## config.mk

```make
export PLATFORM = sky130hd
export DESIGN_NAME = eip_detect
export DESIGN_NICKNAME = d
export VERILOG_FILES = /design/src/eip_pkg.sv /design/src/eip_detect.sv
export SDC_FILE = /design/constraint.sdc
export NUM_CORES = 1
export LEC_CHECK = 0
export CAP_MARGIN = 20
export CORE_MARGIN = 4
export CORE_UTILIZATION = 47
export DETAILED_ROUTE_END_ITERATION = 16
export DONT_BUFFER_PORTS = 1
export SLEW_MARGIN = 20
export SYNTH_ARGS = -nofsm -noshare
export SYNTH_HDL_FRONTEND = slang
export SYNTH_SLANG_ARGS = --single-unit
```

## constraint.sdc

```tcl
create_clock -name clk -period 13.2 [get_ports clk]
set_clock_uncertainty 0.1 [all_clocks]
set_input_delay 0.66 -clock clk [delete_from_list [all_inputs] [get_ports clk]]
set_output_delay 0.66 -clock clk [all_outputs]
set_load 0.005 [all_outputs]
```

## src/eip_pkg.sv

```systemverilog
// Package: register map, field layout and timing constants of the pin detector
package eip_pkg;

  localparam logic [31:0] ADDR_PENDING = 32'hFF008500;
  localparam logic [31:0] ADDR_MASK = 32'hFF008504;
  localparam logic [31:0] ADDR_CONTROL = 32'hFF008510;
  localparam logic [31:0] ADDR_MAP_0 = 32'hFF008520;
  localparam logic [31:0] ADDR_MAP_1 = 32'hFF008524;
  localparam logic [31:0] ADDR_MAP_2 = 32'hFF008528;

  localparam int CTL_MODE_LSB = 0;
  localparam int CTL_DETECT_LSB = 2;
  localparam int CTL_SAMPLE_BIT = 14;
  localparam int TIMER_BIT_0 = 12;
  localparam int TIMER_BIT_1 = 13;

  localparam logic [1:0] MODE_DEDICATED = 2'h0;
  localparam logic [1:0] MODE_EXPANDED = 2'h1;
  localparam logic [1:0] MODE_MIXED = 2'h2;

  localparam logic [31:0] CONTROL_RESET = 32'h00000000;
  localparam logic [31:0] MAP_RESET = 32'h00000000;
  localparam logic [31:0] MASK_RESET = 32'h00000000;
  localparam logic [31:0] PENDING_RESET = 32'h00000000;
  localparam logic [31:0] PENDING_WMASK = 32'h000030FF;
  localparam logic [31:0] CONTROL_WMASK = 32'h00007FFF;
  localparam logic [31:0] MAP01_WMASK = 32'h0000FFFF;
  localparam logic [31:0] MAP2_WMASK = 32'h00FF0000;

  localparam logic [3:0] VECTOR_LOW = 4'h2;
  localparam logic [2:0] MIXED_VECTOR_LOW = 3'h2;
  localparam int SAMPLE_DIV = 2;
  localparam logic [2:0] DEBOUNCE_SAMPLES = 3'h7;

  // Register access strobe group from the core
  typedef struct packed {
    logic rd;
    logic wr;
    logic [31:0] addr;
    logic [31:0] wdata;
  } eip_req_s;

  // Handler-entry acknowledge from the core
  typedef struct packed {
    logic valid;
    logic [31:0] bits;
  } eip_ack_s;

endpackage : eip_pkg

```

## src/eip_detect.sv

```systemverilog
// External interrupt pin detector with its six-register programming interface
module eip_detect (
  // Clock and reset
  input wire logic clk,
  input wire logic rst,
  // Interrupt pins
  input wire logic [7:0] ext_irq_req_n,
  input wire logic nmi_req_n,
  input wire logic timer_req_0,
  input wire logic timer_req_1,
  // Register access
  input wire eip_pkg::eip_req_s bus_req,
  output logic [31:0] bus_rdata,
  output logic bus_rvalid,
  // Handler entry acknowledge
  input wire eip_pkg::eip_ack_s ack,
  // Requests to the core
  output logic nmi_event,
  output logic irq_request,
  output logic [7:0] irq_vector
);
  import eip_pkg::*;

  typedef enum logic [2:0] {
    EIP_DEDICATED = 3'b001,
    EIP_EXPANDED = 3'b010,
    EIP_MIXED = 3'b100
  } eip_mode_e;

  // Registers and pipeline state
  logic [31:0] irq_pending, irq_mask, irq_control;
  logic [31:0] irq_vector_map_0, irq_vector_map_1, irq_vector_map_2;
  logic [8:0] sync_a, sync_b;
  logic sample_phase;
  logic [8:0] sampled, prev_level;
  logic [2:0] stable_cnt [9];
  logic [8:0] filt;
  logic [1:0] tmr_prev;
  logic nmi_prev_f;
  logic [7:0] exp_vec;
  logic exp_valid;

  logic [31:0] next_irq_pending, next_irq_mask, next_irq_control;
  logic [31:0] next_map_0, next_map_1, next_map_2;
  logic [31:0] next_rdata;
  logic next_rvalid, next_nmi_event, next_irq_request;
  logic [7:0] next_irq_vector;
  logic [8:0] next_filt;
  logic [2:0] next_cnt [9];
  logic next_phase;
  eip_mode_e mode;
  logic [8:0] debounce_sel, level_sel;
  logic [31:0] eligible;
  logic [7:0] ded_vec;
  logic ded_hit;

  // Mode decode from the control field
  function automatic eip_mode_e decode_mode(input logic [1:0] f);
    unique case (f)
      MODE_EXPANDED: decode_mode = EIP_EXPANDED;
      MODE_MIXED: decode_mode = EIP_MIXED;
      default: decode_mode = EIP_DEDICATED;
    endcase
  endfunction : decode_mode

  // Four-bit map nibble for pending bit position
  function automatic logic [3:0] map_nibble(input int idx, input logic [31:0] m0,
                                            input logic [31:0] m1, input logic [31:0] m2);
    if (idx < 4) map_nibble = m0[idx*4 +: 4];
    else if (idx < 8) map_nibble = m1[(idx-4)*4 +: 4];
    else if (idx == TIMER_BIT_0) map_nibble = m2[19:16];
    else map_nibble = m2[23:20];
  endfunction : map_nibble

  assign mode = decode_mode(irq_control[CTL_MODE_LSB +: 2]);

  // Per input: which use debounce, which are level detected
  always_comb begin
    for (int i = 0; i < 8; i++) begin
      logic expanded_pin;
      expanded_pin = (mode == EIP_EXPANDED) || (mode == EIP_MIXED && i < 5);
      debounce_sel[i] = expanded_pin || irq_control[CTL_SAMPLE_BIT];
      level_sel[i] = expanded_pin || !irq_control[CTL_DETECT_LSB + i];
    end
    debounce_sel[8] = irq_control[CTL_SAMPLE_BIT];
    level_sel[8] = 1'b0;
  end

  // Sampler and debounce filters
  always_comb begin
    next_phase = (SAMPLE_DIV == 2) ? !sample_phase : 1'b1;
    next_filt = filt;
    for (int i = 0; i < 9; i++) begin
      next_cnt[i] = stable_cnt[i];
      if (sample_phase) begin
        if (!sync_b[i] && sampled[i] == sync_b[i]) begin
          if (stable_cnt[i] != DEBOUNCE_SAMPLES) next_cnt[i] = stable_cnt[i] + 3'h1;
        end else if (!sync_b[i]) begin
          next_cnt[i] = 3'h1;
        end else begin
          next_cnt[i] = 3'h0;
        end
        if (debounce_sel[i]) next_filt[i] = !(next_cnt[i] == DEBOUNCE_SAMPLES);
        else next_filt[i] = sync_b[i];
      end
    end
  end

  // Eligible dedicated requests and their highest-priority vector
  always_comb begin
    eligible = irq_pending & irq_mask & PENDING_WMASK;
    if (mode == EIP_EXPANDED) eligible[7:0] = 8'h00;
    if (mode == EIP_MIXED) eligible[4:0] = 5'h00;
    ded_vec = 8'h00;
    ded_hit = 1'b0;
    for (int i = 0; i < 14; i++) begin
      if (eligible[i] && (!ded_hit || map_nibble(i, irq_vector_map_0, irq_vector_map_1,
          irq_vector_map_2) > ded_vec[7:4])) begin
        ded_hit = 1'b1;
        ded_vec = {map_nibble(i, irq_vector_map_0, irq_vector_map_1, irq_vector_map_2),
                   VECTOR_LOW};
      end
    end
  end

  // Register file, pending posting and outputs
  always_comb begin
    next_irq_pending = irq_pending;
    next_irq_mask = irq_mask;
    next_irq_control = irq_control;
    next_map_0 = irq_vector_map_0;
    next_map_1 = irq_vector_map_1;
    next_map_2 = irq_vector_map_2;
    next_rdata = 32'h00000000;
    next_rvalid = bus_req.rd;
    // Handler-entry clear first, then software write, then hardware sets win
    if (ack.valid) next_irq_pending = next_irq_pending & ~ack.bits;
    if (bus_req.wr) begin
      unique case (bus_req.addr)
        ADDR_PENDING: next_irq_pending = bus_req.wdata & PENDING_WMASK;
        ADDR_MASK: next_irq_mask = bus_req.wdata & PENDING_WMASK;
        ADDR_CONTROL: next_irq_control = bus_req.wdata & CONTROL_WMASK;
        ADDR_MAP_0: next_map_0 = bus_req.wdata & MAP01_WMASK;
        ADDR_MAP_1: next_map_1 = bus_req.wdata & MAP01_WMASK;
        ADDR_MAP_2: next_map_2 = bus_req.wdata & MAP2_WMASK;
        default: ;
      endcase
    end
    for (int i = 0; i < 8; i++) begin
      if (mode == EIP_DEDICATED || (mode == EIP_MIXED && i >= 5)) begin
        if (level_sel[i] && !filt[i]) next_irq_pending[i] = 1'b1;
        if (!level_sel[i] && prev_level[i] && !filt[i]) next_irq_pending[i] = 1'b1;
      end
    end
    if (timer_req_0 && !tmr_prev[0]) next_irq_pending[TIMER_BIT_0] = 1'b1;
    if (timer_req_1 && !tmr_prev[1]) next_irq_pending[TIMER_BIT_1] = 1'b1;
    if (bus_req.rd) begin
      unique case (bus_req.addr)
        ADDR_PENDING: next_rdata = irq_pending;
        ADDR_MASK: next_rdata = irq_mask;
        ADDR_CONTROL: next_rdata = irq_control;
        ADDR_MAP_0: next_rdata = irq_vector_map_0;
        ADDR_MAP_1: next_rdata = irq_vector_map_1;
        ADDR_MAP_2: next_rdata = irq_vector_map_2;
        default: next_rdata = 32'h00000000;
      endcase
    end
    next_nmi_event = nmi_prev_f && !filt[8];
    // NMI outranks everything: other requests held off during its pulse
    next_irq_request = 1'b0;
    next_irq_vector = 8'h00;
    if (!next_nmi_event) begin
      if (exp_valid && irq_mask[0] && exp_vec > 8'h07) begin
        next_irq_request = 1'b1;
        next_irq_vector = exp_vec;
      end
      if (ded_hit && (!next_irq_request || ded_vec > next_irq_vector)) begin
        next_irq_request = 1'b1;
        next_irq_vector = ded_vec;
      end
    end
  end

  // Expanded vector from debounced pins
  always_comb begin
    exp_valid = 1'b0;
    exp_vec = 8'h00;
    if (mode == EIP_EXPANDED) begin
      exp_vec = ~filt[7:0];
      exp_valid = 1'b1;
    end else if (mode == EIP_MIXED) begin
      exp_vec = {~filt[4:0], MIXED_VECTOR_LOW};
      exp_valid = 1'b1;
    end
  end

  always_ff @(posedge clk) begin
    if (rst) begin
      sync_a <= 9'h1FF;
      sync_b <= 9'h1FF;
      sample_phase <= 1'b0;
      sampled <= 9'h1FF;
      filt <= 9'h1FF;
      prev_level <= 9'h1FF;
      nmi_prev_f <= 1'b1;
      tmr_prev <= 2'h0;
      for (int i = 0; i < 9; i++) stable_cnt[i] <= 3'h0;
      irq_pending <= PENDING_RESET;
      irq_mask <= MASK_RESET;
      irq_control <= CONTROL_RESET;
      irq_vector_map_0 <= MAP_RESET;
      irq_vector_map_1 <= MAP_RESET;
      irq_vector_map_2 <= MAP_RESET;
      bus_rdata <= 32'h00000000;
      bus_rvalid <= 1'b0;
      nmi_event <= 1'b0;
      irq_request <= 1'b0;
      irq_vector <= 8'h00;
    end else begin
      sync_a <= {nmi_req_n, ext_irq_req_n};
      sync_b <= sync_a;
      sample_phase <= next_phase;
      if (sample_phase) sampled <= sync_b;
      filt <= next_filt;
      prev_level <= filt;
      nmi_prev_f <= filt[8];
      tmr_prev <= {timer_req_1, timer_req_0};
      for (int i = 0; i < 9; i++) stable_cnt[i] <= next_cnt[i];
      irq_pending <= next_irq_pending;
      irq_mask <= next_irq_mask;
      irq_control <= next_irq_control;
      irq_vector_map_0 <= next_map_0;
      irq_vector_map_1 <= next_map_1;
      irq_vector_map_2 <= next_map_2;
      bus_rdata <= next_rdata;
      bus_rvalid <= next_rvalid;
      nmi_event <= next_nmi_event;
      irq_request <= next_irq_request;
      irq_vector <= next_irq_vector;
    end
  end

endmodule : eip_detect

```

==> results of run 1 <==
## worst max-delay path by stage
stage / slack (ns) / endpoint / start
final: -1.24 / irq_vector[4] / irq_control[1]
after global routing: -1.85 / irq_vector[5] / irq_control[1]
after CTS: -0.85 / irq_vector[5] / irq_control[1]
after detailed placement: -1.46 / irq_vector[7] / irq_control[0]
after global placement: -0.91 / irq_vector[5] / irq_control[0]
after floorplan: -0.85 / irq_vector[7] / irq_control[0]
## layer usage
metal	wire length (um)	global-route usage	up-vias
met2	13800	0.377	290
met1	13900	0.337	4469
met3	2350	0.0462	52
met5	0	0	-
met4	776	0.0651	0
li1	-	-	4613
## synthesized netlist by cell type, types with 4 or more instances
| cell | count |
|---|---|
| a31oi_1 | 16 |
| and2_1 | 6 |
| nand3_1 | 65 |
| mux2_4 | 7 |
| o21ai_0 | 45 |
| o21a_1 | 8 |
| nor4bb_1 | 5 |
| nor3_1 | 18 |
| mux2i_1 | 15 |
| nand2b_1 | 23 |
| o21bai_1 | 5 |
| mux2_2 | 14 |
| o211a_1 | 4 |
| a21oi_1 | 130 |
| a221oi_1 | 9 |
| or2_2 | 33 |
| dfxtp_1 | 215 |
| and3_1 | 34 |
| a222oi_1 | 11 |
| clkbuf_1 | 60 |
| nor2b_1 | 28 |
| nand4_1 | 13 |
| o31ai_1 | 11 |
| nand2_1 | 208 |
| ha_1 | 49 |
| a31o_2 | 10 |
| inv_1 | 59 |
| a22oi_1 | 18 |
| nor2_1 | 66 |
| a21oi_2 | 5 |
| a211o_1 | 8 |
| nand3b_1 | 10 |
## stage by stage
| stage | cells | setup slack [ns] |
|---|---|---|
| after CTS | 1621 | -0.852 |
| after global placement | 1561 | -0.911 |
| after global routing | 1632 | -1.85 |
| after detailed placement | 1561 | -1.46 |
| final | 1632 | -1.24 |
| after floorplan | 1268 | -0.850 |
## power breakdown
group	total [mW]	internal, mW	leakage, nW	switching [mW]
sequential	0.668	0.657	1.74	0.0112
clock	0.668	0.395	0.386	0.273
combinational	0.0312	0.0169	2.66	0.0144
total	1.37	1.07	4.79	0.299
## flip-flops by register name (all words and copies together), names as in the netlist
name / flops
prev_level: 8
sample_phase: 1
irq_control: 15
sync_b: 9
stable_cnt: 27
sampled: 9
nmi_event: 1
sync_a: 9
irq_request: 1
irq_vector_map_0: 16
nmi_prev_f: 1
irq_vector_map_1: 16
filt: 9
irq_vector: 8
irq_pending: 32
bus_rvalid: 1
tmr_prev: 2
irq_mask: 10
irq_vector_map_2: 8
bus_rdata: 32
## logic make-up (layout without fill, tap and decap cells)
family                     after synthesis  after routing  share of synthesized area
xor gates and xnor gates                 1              1                   0.000837
buffers and inverters                  123            206                     0.0450
and+or+nand+nor                        533            533                      0.250
DFF                                    215            215                      0.411
muxes                                   37             37                     0.0416
AOI/OAI and AO/OA                      310            311                      0.192
adders and majority gates               49             49                     0.0586
## cell type report
type / count / share of cell area
inverter: 59 / 0.0177
timing repair buffer: 104 / 0.0632
clock buffer: 36 / 0.0560
tap: 280 / 0.0274
sequential: 215 / 0.338
multi-input combinational: 931 / 0.492
clock inverter: 7 / 0.00627
## critical path, delay by kind of cell, from the launching register on
family / cells / cell delay [ns]
buf+inv: 6 / 0.60
mux: 5 / 1.32
compound gates: 40 / 6.67
fa+ha+maj: 11 / 2.79
flops: 1 / 0.37
simple gates: 16 / 2.49
## timing repair
action                                  in CTS  in global routing
pin swaps                                   63                 51
hold endpoints to repair                     0                  0
gates resized for setup                     46                 34
gates cloned                                 1                  0
endpoints found under the setup margin       8                  8
buffers inserted                            16                 11
hold buffers                                 0                  0
==> impl_metrics.prom, run 1 <==
# TYPE chip_impl_metric gauge
chip_impl_metric{name="postSynthRegisterBits",unit=""} 215
chip_impl_metric{name="detailed_place_hpwl",unit="um"} 21300
chip_impl_metric{name="cts_inserted_buffers",unit=""} 24
chip_impl_metric{name="post-route-util",unit=""} 0.584
chip_impl_metric{name="yosysWarnings",unit=""} 0
chip_impl_metric{name="worst_skew_pair.late_latency",unit="ns"} 0.52
chip_impl_metric{name="async_reset_ff_frac",unit=""} 0
chip_impl_metric{name="postSynthCellCount",unit=""} 1268
chip_impl_metric{name="routedWlPerCell",unit="um"} 18.8
chip_impl_metric{name="setup_total_negative_slack",unit="ns"} -9.04
chip_impl_metric{name="synth_top_area_share",unit=""} 0.411
chip_impl_metric{name="synth_cell_type_count",unit=""} 72
chip_impl_metric{name="core-area",unit="sq mm"} 0.0219
chip_impl_metric{name="clock_sinks",unit=""} 215
chip_impl_info{name="end_kind",value="register"} 1
chip_impl_metric{name="relSlewSlack",unit=""} 0.323
chip_impl_metric{name="detail_route.vias_per_cell",unit=""} 5.77
chip_impl_info{name="rr_endpoint",value="irq_vector[4]"} 1
chip_impl_metric{name="floorplan.die_area",unit="sq mm"} 0.0247
chip_impl_metric{name="worst-r2r-cell-count",unit=""} 78
chip_impl_info{name="worstReg2RegStart",value="irq_control[1]"} 1
chip_impl_metric{name="timing_hold_violations_final",unit=""} 0
chip_impl_info{name="run_status",value="complete, but fails checks"} 1
chip_impl_metric{name="htree_levels",unit=""} 1
chip_impl_metric{name="drt_drc_violations_left",unit=""} 0
chip_impl_metric{name="final-setup-viol-count",unit=""} 8
chip_impl_metric{name="placementRows",unit=""} 54
chip_impl_info{name="worst_hold_startpoint",value="rst"} 1
chip_impl_info{name="violations",value="negative setup slack"} 1
chip_impl_metric{name="max_slew.worst_pin.slew",unit="ns"} 1.01
chip_impl_metric{name="floorplan.die.width",unit="um"} 157
chip_impl_metric{name="drtPass1Iterations",unit=""} 5
chip_impl_metric{name="globalRoute.totalOverflow",unit=""} 0
chip_impl_metric{name="floorplan.io_pins",unit=""} 155
chip_impl_metric{name="globalplace.congestion",unit=""} 0.917
chip_impl_metric{name="maxSlewViolCount",unit=""} 0
chip_impl_metric{name="seq_area_frac_synth",unit=""} 0.411
chip_impl_metric{name="peak_supply_drop",unit="mV"} 0.0779
chip_impl_info{name="hold_path_end",value="tmr_prev[0]"} 1
chip_impl_metric{name="via_count_of_the_first_global_routing_pass",unit=""} 8796
chip_impl_metric{name="grt_start_max_net_pins",unit=""} 154
chip_impl_metric{name="period_share",unit=""} 1.09
chip_impl_metric{name="design.final.nets",unit=""} 1496
chip_impl_metric{name="cp_slowest_stage_delay",unit="ns"} 0.45
chip_impl_info{name="flip_flop_cell_with_the_highest_count_after_synthesis",value="dfxtp_1"} 1
chip_impl_info{name="layout_commonest_cell",value="dfxtp_1"} 1
chip_impl_metric{name="drt_iter0_markers",unit=""} 858
chip_impl_info{name="min-delay-path-class",value="input port to register"} 1
chip_impl_metric{name="synth_area_per_cell",unit="sq um"} 8.25
chip_impl_metric{name="post_cts_clock_slew_at_the_launch_and_capture_registers_of_the_worst_setup_and_hold_paths",unit="ns"} 0.06
chip_impl_metric{name="final.hold.worst_slack",unit="ns"} 0.123
chip_impl_info{name="cell_types_occupying_the_most_area_after_synthesis",value="dfxtp_1 41%, nand2_1 7.5%, a21oi_1 6.2%, ha_1 5.9%, nand3_1 3.1%"} 1
chip_impl_metric{name="worst-endpoint-required",unit="ns"} 13.54
chip_impl_info{name="path_class",value="register to register"} 1
chip_impl_metric{name="fp.dieH",unit="um"} 157
chip_impl_metric{name="power-per-cell-area",unit="mW/mm^2"} 107
chip_impl_metric{name="power.total",unit="mW"} 1.37
chip_impl_metric{name="final.setup.worst_slack",unit="ns"} -1.24
chip_impl_info{name="crit_path_top_delay_cell",value="or3_4"} 1
chip_impl_metric{name="buffer_ports.inserted",unit=""} 0
chip_impl_metric{name="worst-r2r-setup-slack",unit="ns"} -1.24
chip_impl_metric{name="route.vias.total",unit=""} 9424
chip_impl_metric{name="route.final.wire_length",unit="um"} 30800
chip_impl_metric{name="number_of_enable_type_register_cells_in_the_synthesized_netlist",unit=""} 0
chip_impl_metric{name="wire_length_of_the_first_global_routing_pass",unit="um"} 48000
chip_impl_info{name="post-synth-top-area-cell",value="dfxtp_1"} 1
chip_impl_metric{name="area_growth",unit="%"} 22.1
chip_impl_metric{name="antennaDiodeCount",unit=""} 0
chip_impl_metric{name="max_cap_violations",unit=""} 0
chip_impl_metric{name="ff_latch_area",unit="sq mm"} 0.00431
chip_impl_info{name="worst_setup_start_kind",value="register"} 1
chip_impl_metric{name="multi_input_comb_area",unit="sq mm"} 0.00628
chip_impl_info{name="critical_path.most_common_cell",value="a21oi_2"} 1
chip_impl_metric{name="final_period_minus_worst_setup_slack",unit="ns"} 14.44
chip_impl_metric{name="initial_core_util",unit=""} 0.478
chip_impl_info{name="cts-root-buf",value="clkbuf_16"} 1
chip_impl_metric{name="grt_usage",unit=""} 0.240
chip_impl_metric{name="worstPathArrival",unit="ns"} 14.78
chip_impl_metric{name="p_leak",unit="nW"} 4.79
chip_impl_metric{name="post_route_cells_drive_above_1_share",unit=""} 0.234
chip_impl_metric{name="maxClockFrequency",unit="MHz"} 69.2
chip_impl_metric{name="critical_path_peak_fanout",unit=""} 6
chip_impl_metric{name="fillCellCount",unit=""} 1987
chip_impl_metric{name="syn_nets",unit=""} 1429
chip_impl_metric{name="final_cell_area",unit="sq mm"} 0.0128
chip_impl_info{name="setup_repair_after_global_routing_missed_its_margin",value="yes"} 1
chip_impl_info{name="tritoncts",value="yes"} 1
chip_impl_info{name="mostFrequentLayoutCells",value="212 x dfxtp_1, 200 x nand2_1, 115 x a21oi_1, 97 x buf_4, 65 x nand3_1"} 1
chip_impl_metric{name="antenna_found_initial",unit=""} 0
chip_impl_metric{name="antenna_left",unit=""} 0
chip_impl_metric{name="syn-cell-area",unit="sq mm"} 0.0105
chip_impl_metric{name="cts_buffer_depth",unit=""} 3
chip_impl_metric{name="dpl-instance-area",unit="sq mm"} 0.0114
chip_impl_metric{name="holdPathStages",unit=""} 1
(Power assumes the default switching activity.)
==> run 2: changes to the inputs <==
- CORE_MARGIN: 4 -> 2
- SKIP_CTS_REPAIR_TIMING: unset -> 1
==> impl_metrics.prom, run 2 (same netlist as run 1, synthesis figures left out) <==
# TYPE chip_impl_metric gauge
chip_impl_info{name="run_status",value="complete, but fails checks"} 1
chip_impl_info{name="violations",value="negative setup slack"} 1
chip_impl_info{name="mostFrequentLayoutCells",value="212 x dfxtp_1, 201 x nand2_1, 115 x a21oi_1, 83 x buf_4, 64 x nand3_1"} 1
chip_impl_metric{name="drt_drc_violations_left",unit=""} 0
chip_impl_metric{name="dpl-instance-area",unit="sq mm"} 0.0113
chip_impl_metric{name="relSlewSlack",unit=""} 0.392
chip_impl_metric{name="clock_group_share_of_total_power",unit=""} 0.501
chip_impl_metric{name="placementRows",unit=""} 54
chip_impl_metric{name="internal-power",unit="mW"} 1.09
chip_impl_metric{name="final_period_minus_worst_setup_slack",unit="ns"} 14.29
chip_impl_metric{name="antennaDiodeCount",unit=""} 0
chip_impl_info{name="worst_hold_startpoint",value="ext_irq_req_n[5]"} 1
chip_impl_metric{name="post_cts_clock_slew_at_the_launch_and_capture_registers_of_the_worst_setup_and_hold_paths",unit="ns"} 0.06
chip_impl_metric{name="dpl.cell_count",unit=""} 1556
chip_impl_metric{name="post_route_cells_drive_above_1_share",unit=""} 0.219
chip_impl_metric{name="power.switching_fraction",unit=""} 0.221
chip_impl_metric{name="period_share",unit=""} 1.08
chip_impl_metric{name="floorplan.die.width",unit="um"} 153
chip_impl_metric{name="worstPathArrival",unit="ns"} 14.65
chip_impl_metric{name="final.setup.worst_slack",unit="ns"} -1.09
chip_impl_metric{name="power_frac_comb",unit=""} 0.023
chip_impl_metric{name="route.vias.total",unit=""} 9316
chip_impl_info{name="min-delay-path-class",value="input port to register"} 1
chip_impl_metric{name="wire_length_of_the_first_global_routing_pass",unit="um"} 47000
chip_impl_metric{name="layout.cells.non_filler",unit=""} 1614
chip_impl_metric{name="max_slew.worst_pin.slew",unit="ns"} 0.902
chip_impl_metric{name="setup_total_negative_slack",unit="ns"} -7.55
chip_impl_metric{name="routedWlPerCell",unit="um"} 18.5
chip_impl_metric{name="max_cap_violations",unit=""} 0
chip_impl_info{name="end_kind",value="register"} 1
chip_impl_metric{name="design.final.nets",unit=""} 1477
chip_impl_metric{name="antenna_found_initial",unit=""} 0
chip_impl_metric{name="globalplace.congestion",unit=""} 0.912
chip_impl_metric{name="via_count_of_the_first_global_routing_pass",unit=""} 8708
chip_impl_metric{name="peak_supply_drop",unit="mV"} 0.0879
chip_impl_info{name="cp-startpoint",value="irq_control[1]"} 1
chip_impl_metric{name="cp_slowest_stage_delay",unit="ns"} 0.44
chip_impl_metric{name="globalRoute.totalOverflow",unit=""} 0
chip_impl_metric{name="floorplan.io_pins",unit=""} 155
chip_impl_info{name="worst_setup_start_kind",value="register"} 1
chip_impl_metric{name="floorplan.die_area",unit="sq mm"} 0.0235
chip_impl_metric{name="cts_buffer_depth",unit=""} 3
chip_impl_metric{name="p_leak",unit="nW"} 4.72
chip_impl_metric{name="worst-endpoint-required",unit="ns"} 13.56
chip_impl_metric{name="worst_skew_pair.late_latency",unit="ns"} 0.55
chip_impl_metric{name="drtPass1Iterations",unit=""} 6
chip_impl_metric{name="timing_hold_violations_final",unit=""} 0
chip_impl_metric{name="initial_core_util",unit=""} 0.479
chip_impl_metric{name="detailed_place_hpwl",unit="um"} 21200
chip_impl_info{name="path_class",value="register to register"} 1
chip_impl_info{name="critical_path.most_common_cell",value="a21oi_2"} 1
chip_impl_metric{name="clock_sinks",unit=""} 215
chip_impl_metric{name="detail_route.vias_per_cell",unit=""} 5.77
chip_impl_info{name="crit_path_top_delay_cell",value="or3_4"} 1
chip_impl_metric{name="power.switching",unit="mW"} 0.309
chip_impl_info{name="worstReg2RegStart",value="irq_control[1]"} 1
chip_impl_metric{name="buffer_ports.inserted",unit=""} 0
chip_impl_metric{name="power.total",unit="mW"} 1.40
chip_impl_metric{name="core-area",unit="sq mm"} 0.0218
chip_impl_info{name="setup_repair_after_global_routing_missed_its_margin",value="yes"} 1
chip_impl_metric{name="route.final.wire_length",unit="um"} 29900
chip_impl_metric{name="area_growth",unit="%"} 20.3
chip_impl_metric{name="final-setup-viol-count",unit=""} 8
chip_impl_info{name="layout_commonest_cell",value="dfxtp_1"} 1
chip_impl_info{name="cts-root-buf",value="clkbuf_16"} 1
chip_impl_metric{name="grt_usage",unit=""} 0.246
chip_impl_metric{name="power-per-cell-area",unit="mW/mm^2"} 111
chip_impl_metric{name="htree_levels",unit=""} 1
chip_impl_metric{name="fp.dieH",unit="um"} 153
chip_impl_metric{name="critical_path_peak_fanout",unit=""} 7
chip_impl_metric{name="sequential_group_share_of_total_power",unit=""} 0.476
chip_impl_info{name="tritoncts",value="yes"} 1
chip_impl_info{name="registers_with_the_highest_flip_flop_counts",value="bus_rdata (32), irq_pending (32), stable_cnt (27)"} 1
chip_impl_metric{name="maxSlewViolCount",unit=""} 0
chip_impl_metric{name="final_cell_area",unit="sq mm"} 0.0126
chip_impl_metric{name="maxClockFrequency",unit="MHz"} 70.0
chip_impl_metric{name="grt_start_max_net_pins",unit=""} 154
chip_impl_metric{name="drt_iter0_markers",unit=""} 709
chip_impl_metric{name="cts_inserted_buffers",unit=""} 24
chip_impl_metric{name="antenna_left",unit=""} 0
run 2: cell types whose count changed in the layout (fill, tap and decap cells not counted), sizes merged:
cell and delta:
buf -19, clkbuf -6, clkinv +5, bufinv +2
clkinvlp +1, inv -1
run 2: final timing paths:
path	to	slack (ns)	depth (start not counted)
max	irq_vector[7]	-1.09	80
min reg2reg	sync_b[3]	0.31	1
min	sync_a[5]	0.11	1
max reg2reg	irq_vector[7]	-1.09	80
run 2: area by class of cell:
type	count	area (sq um)
clock buffer	30	663
tap	280	350
timing repair buffer	85	646
multi-input combinational	931	6210
inverter	59	224
clock inverter	14	178
sequential	215	4310
fill	1949	9240
run 2: metrics by stage:
stage | setup WS, ns | util | hold WS [ns]
floorplan | -0.850 | - | 0.289
global placement | -0.950 | 0.519 | 0.291
detailed placement | -1.43 | 0.519 | 0.297
CTS | -1.47 | 0.558 | 0.0764
global route | -1.90 | 0.576 | 0.0956
finish | -1.09 | 0.576 | 0.113
run 2: routing by layer:
layer / vias up / GRT usage / share of wire
li1: 4592 / - / -
met1: 4319 / 0.345 / 0.45
met2: 340 / 0.381 / 0.44
met3: 65 / 0.0437 / 0.072
met4: 0 / 0.0855 / 0.032
met5: - / 0 / 0
run 2: worst max-delay path: cells and delay by family (launching register included):
family,cells,cell delay [ns]
buffers and inverters,7,0.50
AO/OA/AOI/OAI,38,6.05
adder cells (fa/ha/maj),11,2.62
multiplexers,6,1.87
flip-flops,1,0.37
AND/OR/NAND/NOR,18,2.66
run 2: power by group through the flow:
stage                     combinational [mW]  clock [mW]  sequential, mW
after global placement                0.0319           0           0.681
final                                 0.0326       0.702           0.667
after detailed placement              0.0325           0           0.681
after CTS                             0.0326       0.713           0.667
after floorplan                       0.0368           0           0.677
after global routing                  0.0373       0.737           0.668
==> run 3: changes to the inputs <==
- PLACE_DENSITY_LB_ADDON: unset -> 0.1
- SKIP_LAST_GASP: unset -> 1
==> impl_metrics.prom, run 3 (same netlist as run 1, synthesis figures left out) <==
# TYPE chip_impl_metric gauge
chip_impl_metric{name="peak_supply_drop",unit="mV"} 0.0766
chip_impl_metric{name="route.vias.total",unit=""} 9312
chip_impl_metric{name="globalRoute.totalOverflow",unit=""} 0
chip_impl_metric{name="area_growth",unit="%"} 20.1
chip_impl_metric{name="htree_levels",unit=""} 1
chip_impl_metric{name="antennaDiodeCount",unit=""} 0
chip_impl_info{name="layout_commonest_cell",value="dfxtp_1"} 1
chip_impl_metric{name="detailed_place_hpwl",unit="um"} 20900
chip_impl_metric{name="worst_skew_pair.late_latency",unit="ns"} 0.52
chip_impl_metric{name="power.switching",unit="mW"} 0.300
chip_impl_metric{name="detail_route.vias_per_cell",unit=""} 5.79
chip_impl_metric{name="p_leak",unit="nW"} 4.69
chip_impl_info{name="run_status",value="complete, but fails checks"} 1
chip_impl_metric{name="placementRows",unit=""} 54
chip_impl_metric{name="floorplan.die.width",unit="um"} 153
chip_impl_metric{name="power_frac_comb",unit=""} 0.023
chip_impl_info{name="registers_with_the_highest_flip_flop_counts",value="bus_rdata (32), irq_pending (32), stable_cnt (27)"} 1
chip_impl_metric{name="path_depth",unit=""} 80
chip_impl_metric{name="drtPass1Iterations",unit=""} 7
chip_impl_metric{name="drt_iter0_markers",unit=""} 692
chip_impl_metric{name="fp.dieH",unit="um"} 153
chip_impl_metric{name="maxClockFrequency",unit="MHz"} 70.5
chip_impl_metric{name="multi_input_comb_area",unit="sq mm"} 0.00621
chip_impl_metric{name="final.setup.worst_slack",unit="ns"} -0.986
chip_impl_metric{name="maxSlewViolCount",unit=""} 0
chip_impl_metric{name="route.final.wire_length",unit="um"} 29700
chip_impl_metric{name="routedWlPerCell",unit="um"} 18.5
chip_impl_metric{name="initial_core_util",unit=""} 0.479
chip_impl_metric{name="period_share",unit=""} 1.07
chip_impl_metric{name="design.final.nets",unit=""} 1472
chip_impl_info{name="critical_path.top_delay_family",value="compound AO/OA/AOI/OAI gates"} 1
chip_impl_metric{name="setup_total_negative_slack",unit="ns"} -6.45
chip_impl_metric{name="via_count_of_the_first_global_routing_pass",unit=""} 8643
chip_impl_metric{name="max_slew.worst_pin.slew",unit="ns"} 1.06
chip_impl_info{name="end_kind",value="register"} 1
chip_impl_info{name="worst_setup_start_kind",value="register"} 1
chip_impl_info{name="path_class",value="register to register"} 1
chip_impl_metric{name="globalplace.congestion",unit=""} 0.883
chip_impl_metric{name="internal-power",unit="mW"} 1.12
chip_impl_info{name="setup_repair_after_global_routing_missed_its_margin",value="yes"} 1
chip_impl_info{name="min-delay-path-class",value="input port to register"} 1
chip_impl_metric{name="wire_length_of_the_first_global_routing_pass",unit="um"} 46700
chip_impl_metric{name="dpl-instance-area",unit="sq mm"} 0.0113
chip_impl_metric{name="sequential_group_share_of_total_power",unit=""} 0.471
chip_impl_metric{name="max_cap_violations",unit=""} 0
chip_impl_metric{name="cts_buffer_depth",unit=""} 3
chip_impl_metric{name="final_cell_area",unit="sq mm"} 0.0126
chip_impl_metric{name="floorplan.die_area",unit="sq mm"} 0.0235
chip_impl_metric{name="worst-path-buf-inv",unit=""} 5
chip_impl_metric{name="clock_sinks",unit=""} 215
chip_impl_info{name="critical_path.most_common_cell",value="a21oi_2"} 1
chip_impl_metric{name="grt_usage",unit=""} 0.242
chip_impl_info{name="tritoncts",value="yes"} 1
chip_impl_metric{name="clock_group_share_of_total_power",unit=""} 0.506
chip_impl_metric{name="worstPathArrival",unit="ns"} 14.53
chip_impl_metric{name="timing_hold_violations_final",unit=""} 0
chip_impl_metric{name="cts_inserted_buffers",unit=""} 24
chip_impl_metric{name="buffer_ports.inserted",unit=""} 0
chip_impl_metric{name="fillCellCount",unit=""} 1958
chip_impl_info{name="cts-root-buf",value="clkbuf_16"} 1
chip_impl_metric{name="drt_drc_violations_left",unit=""} 0
chip_impl_metric{name="worst-r2r-cell-count",unit=""} 80
chip_impl_metric{name="holdPathStages",unit=""} 1
chip_impl_metric{name="critical_path_peak_fanout",unit=""} 5
chip_impl_metric{name="post_cts_clock_slew_at_the_launch_and_capture_registers_of_the_worst_setup_and_hold_paths",unit="ns"} 0.07
chip_impl_metric{name="worst-endpoint-required",unit="ns"} 13.54
chip_impl_metric{name="relSlewSlack",unit=""} 0.292
chip_impl_metric{name="power-per-cell-area",unit="mW/mm^2"} 113
chip_impl_info{name="mostFrequentLayoutCells",value="212 x dfxtp_1, 203 x nand2_1, 116 x a21oi_1, 75 x buf_4, 64 x nand3_1"} 1
chip_impl_metric{name="final-setup-viol-count",unit=""} 8
chip_impl_metric{name="antenna_found_initial",unit=""} 0
chip_impl_info{name="violations",value="negative setup slack"} 1
chip_impl_metric{name="ff_latch_area",unit="sq mm"} 0.00431
chip_impl_metric{name="cp_slowest_stage_delay",unit="ns"} 0.45
chip_impl_metric{name="power.switching_fraction",unit=""} 0.212
chip_impl_metric{name="floorplan.io_pins",unit=""} 155
chip_impl_info{name="crit_path_top_delay_cell",value="or3_4"} 1
chip_impl_metric{name="post_route_cells_drive_above_1_share",unit=""} 0.212
chip_impl_metric{name="antenna_left",unit=""} 0
chip_impl_metric{name="final_period_minus_worst_setup_slack",unit="ns"} 14.19
chip_impl_metric{name="grt_start_max_net_pins",unit=""} 154
chip_impl_metric{name="core-area",unit="sq mm"} 0.0218
run 3: cell type report:
class                           instances  share of cell area
Clock buffer                           28              0.0507
Tap cell                              280              0.0279
Inverter                               59              0.0180
Sequential cell                       215               0.343
Multi-Input combinational cell        931               0.494
Clock inverter                         15              0.0164
Timing Repair Buffer                   80              0.0493
run 3: final timing paths:
| path | startpoint | endpoint | slack [ns] |
|---|---|---|---|
| setup reg to reg | irq_control[1] | irq_vector[5] | -0.99 |
| setup / recovery | irq_control[1] | irq_vector[5] | -0.99 |
| hold / removal | rst | irq_vector_map_2[22] | 0.15 |
| hold reg to reg | sync_a[4] | sync_b[4] | 0.30 |
run 3: through the flow:
stage / instances / hold WS, ns / total power, mW / util / setup slack (ns)
2_1_floorplan: 1268 / 0.289 / 0.714 / - / -0.850
3_3_place_gp: 1557 / 0.291 / 0.713 / 0.519 / -0.875
3_5_place_dp: 1557 / 0.293 / 0.714 / 0.519 / -1.30
4_1_cts: 1600 / 0.123 / 1.43 / 0.558 / -1.34
5_1_grt: 1608 / 0.121 / 1.46 / 0.576 / -1.83
6_report: 1608 / 0.145 / 1.42 / 0.576 / -0.986
run 3: power by group through the flow:
stage	registers, mW	logic, mW	clock network, mW
after global placement	0.681	0.0320	0
after CTS	0.667	0.0327	0.728
after floorplan	0.677	0.0368	0
after detailed placement	0.681	0.0326	0
after global routing	0.668	0.0373	0.756
final	0.667	0.0329	0.717
run 3: metal layers:
layer / track usage / part of all wire / vias up
li1: - / - / 4568
met1: 0.349 / 0.47 / 4442
met3: 0.0439 / 0.059 / 37
met4: 0.0542 / 0.019 / 0
met2: 0.379 / 0.45 / 265
met5: 0 / 0 / -
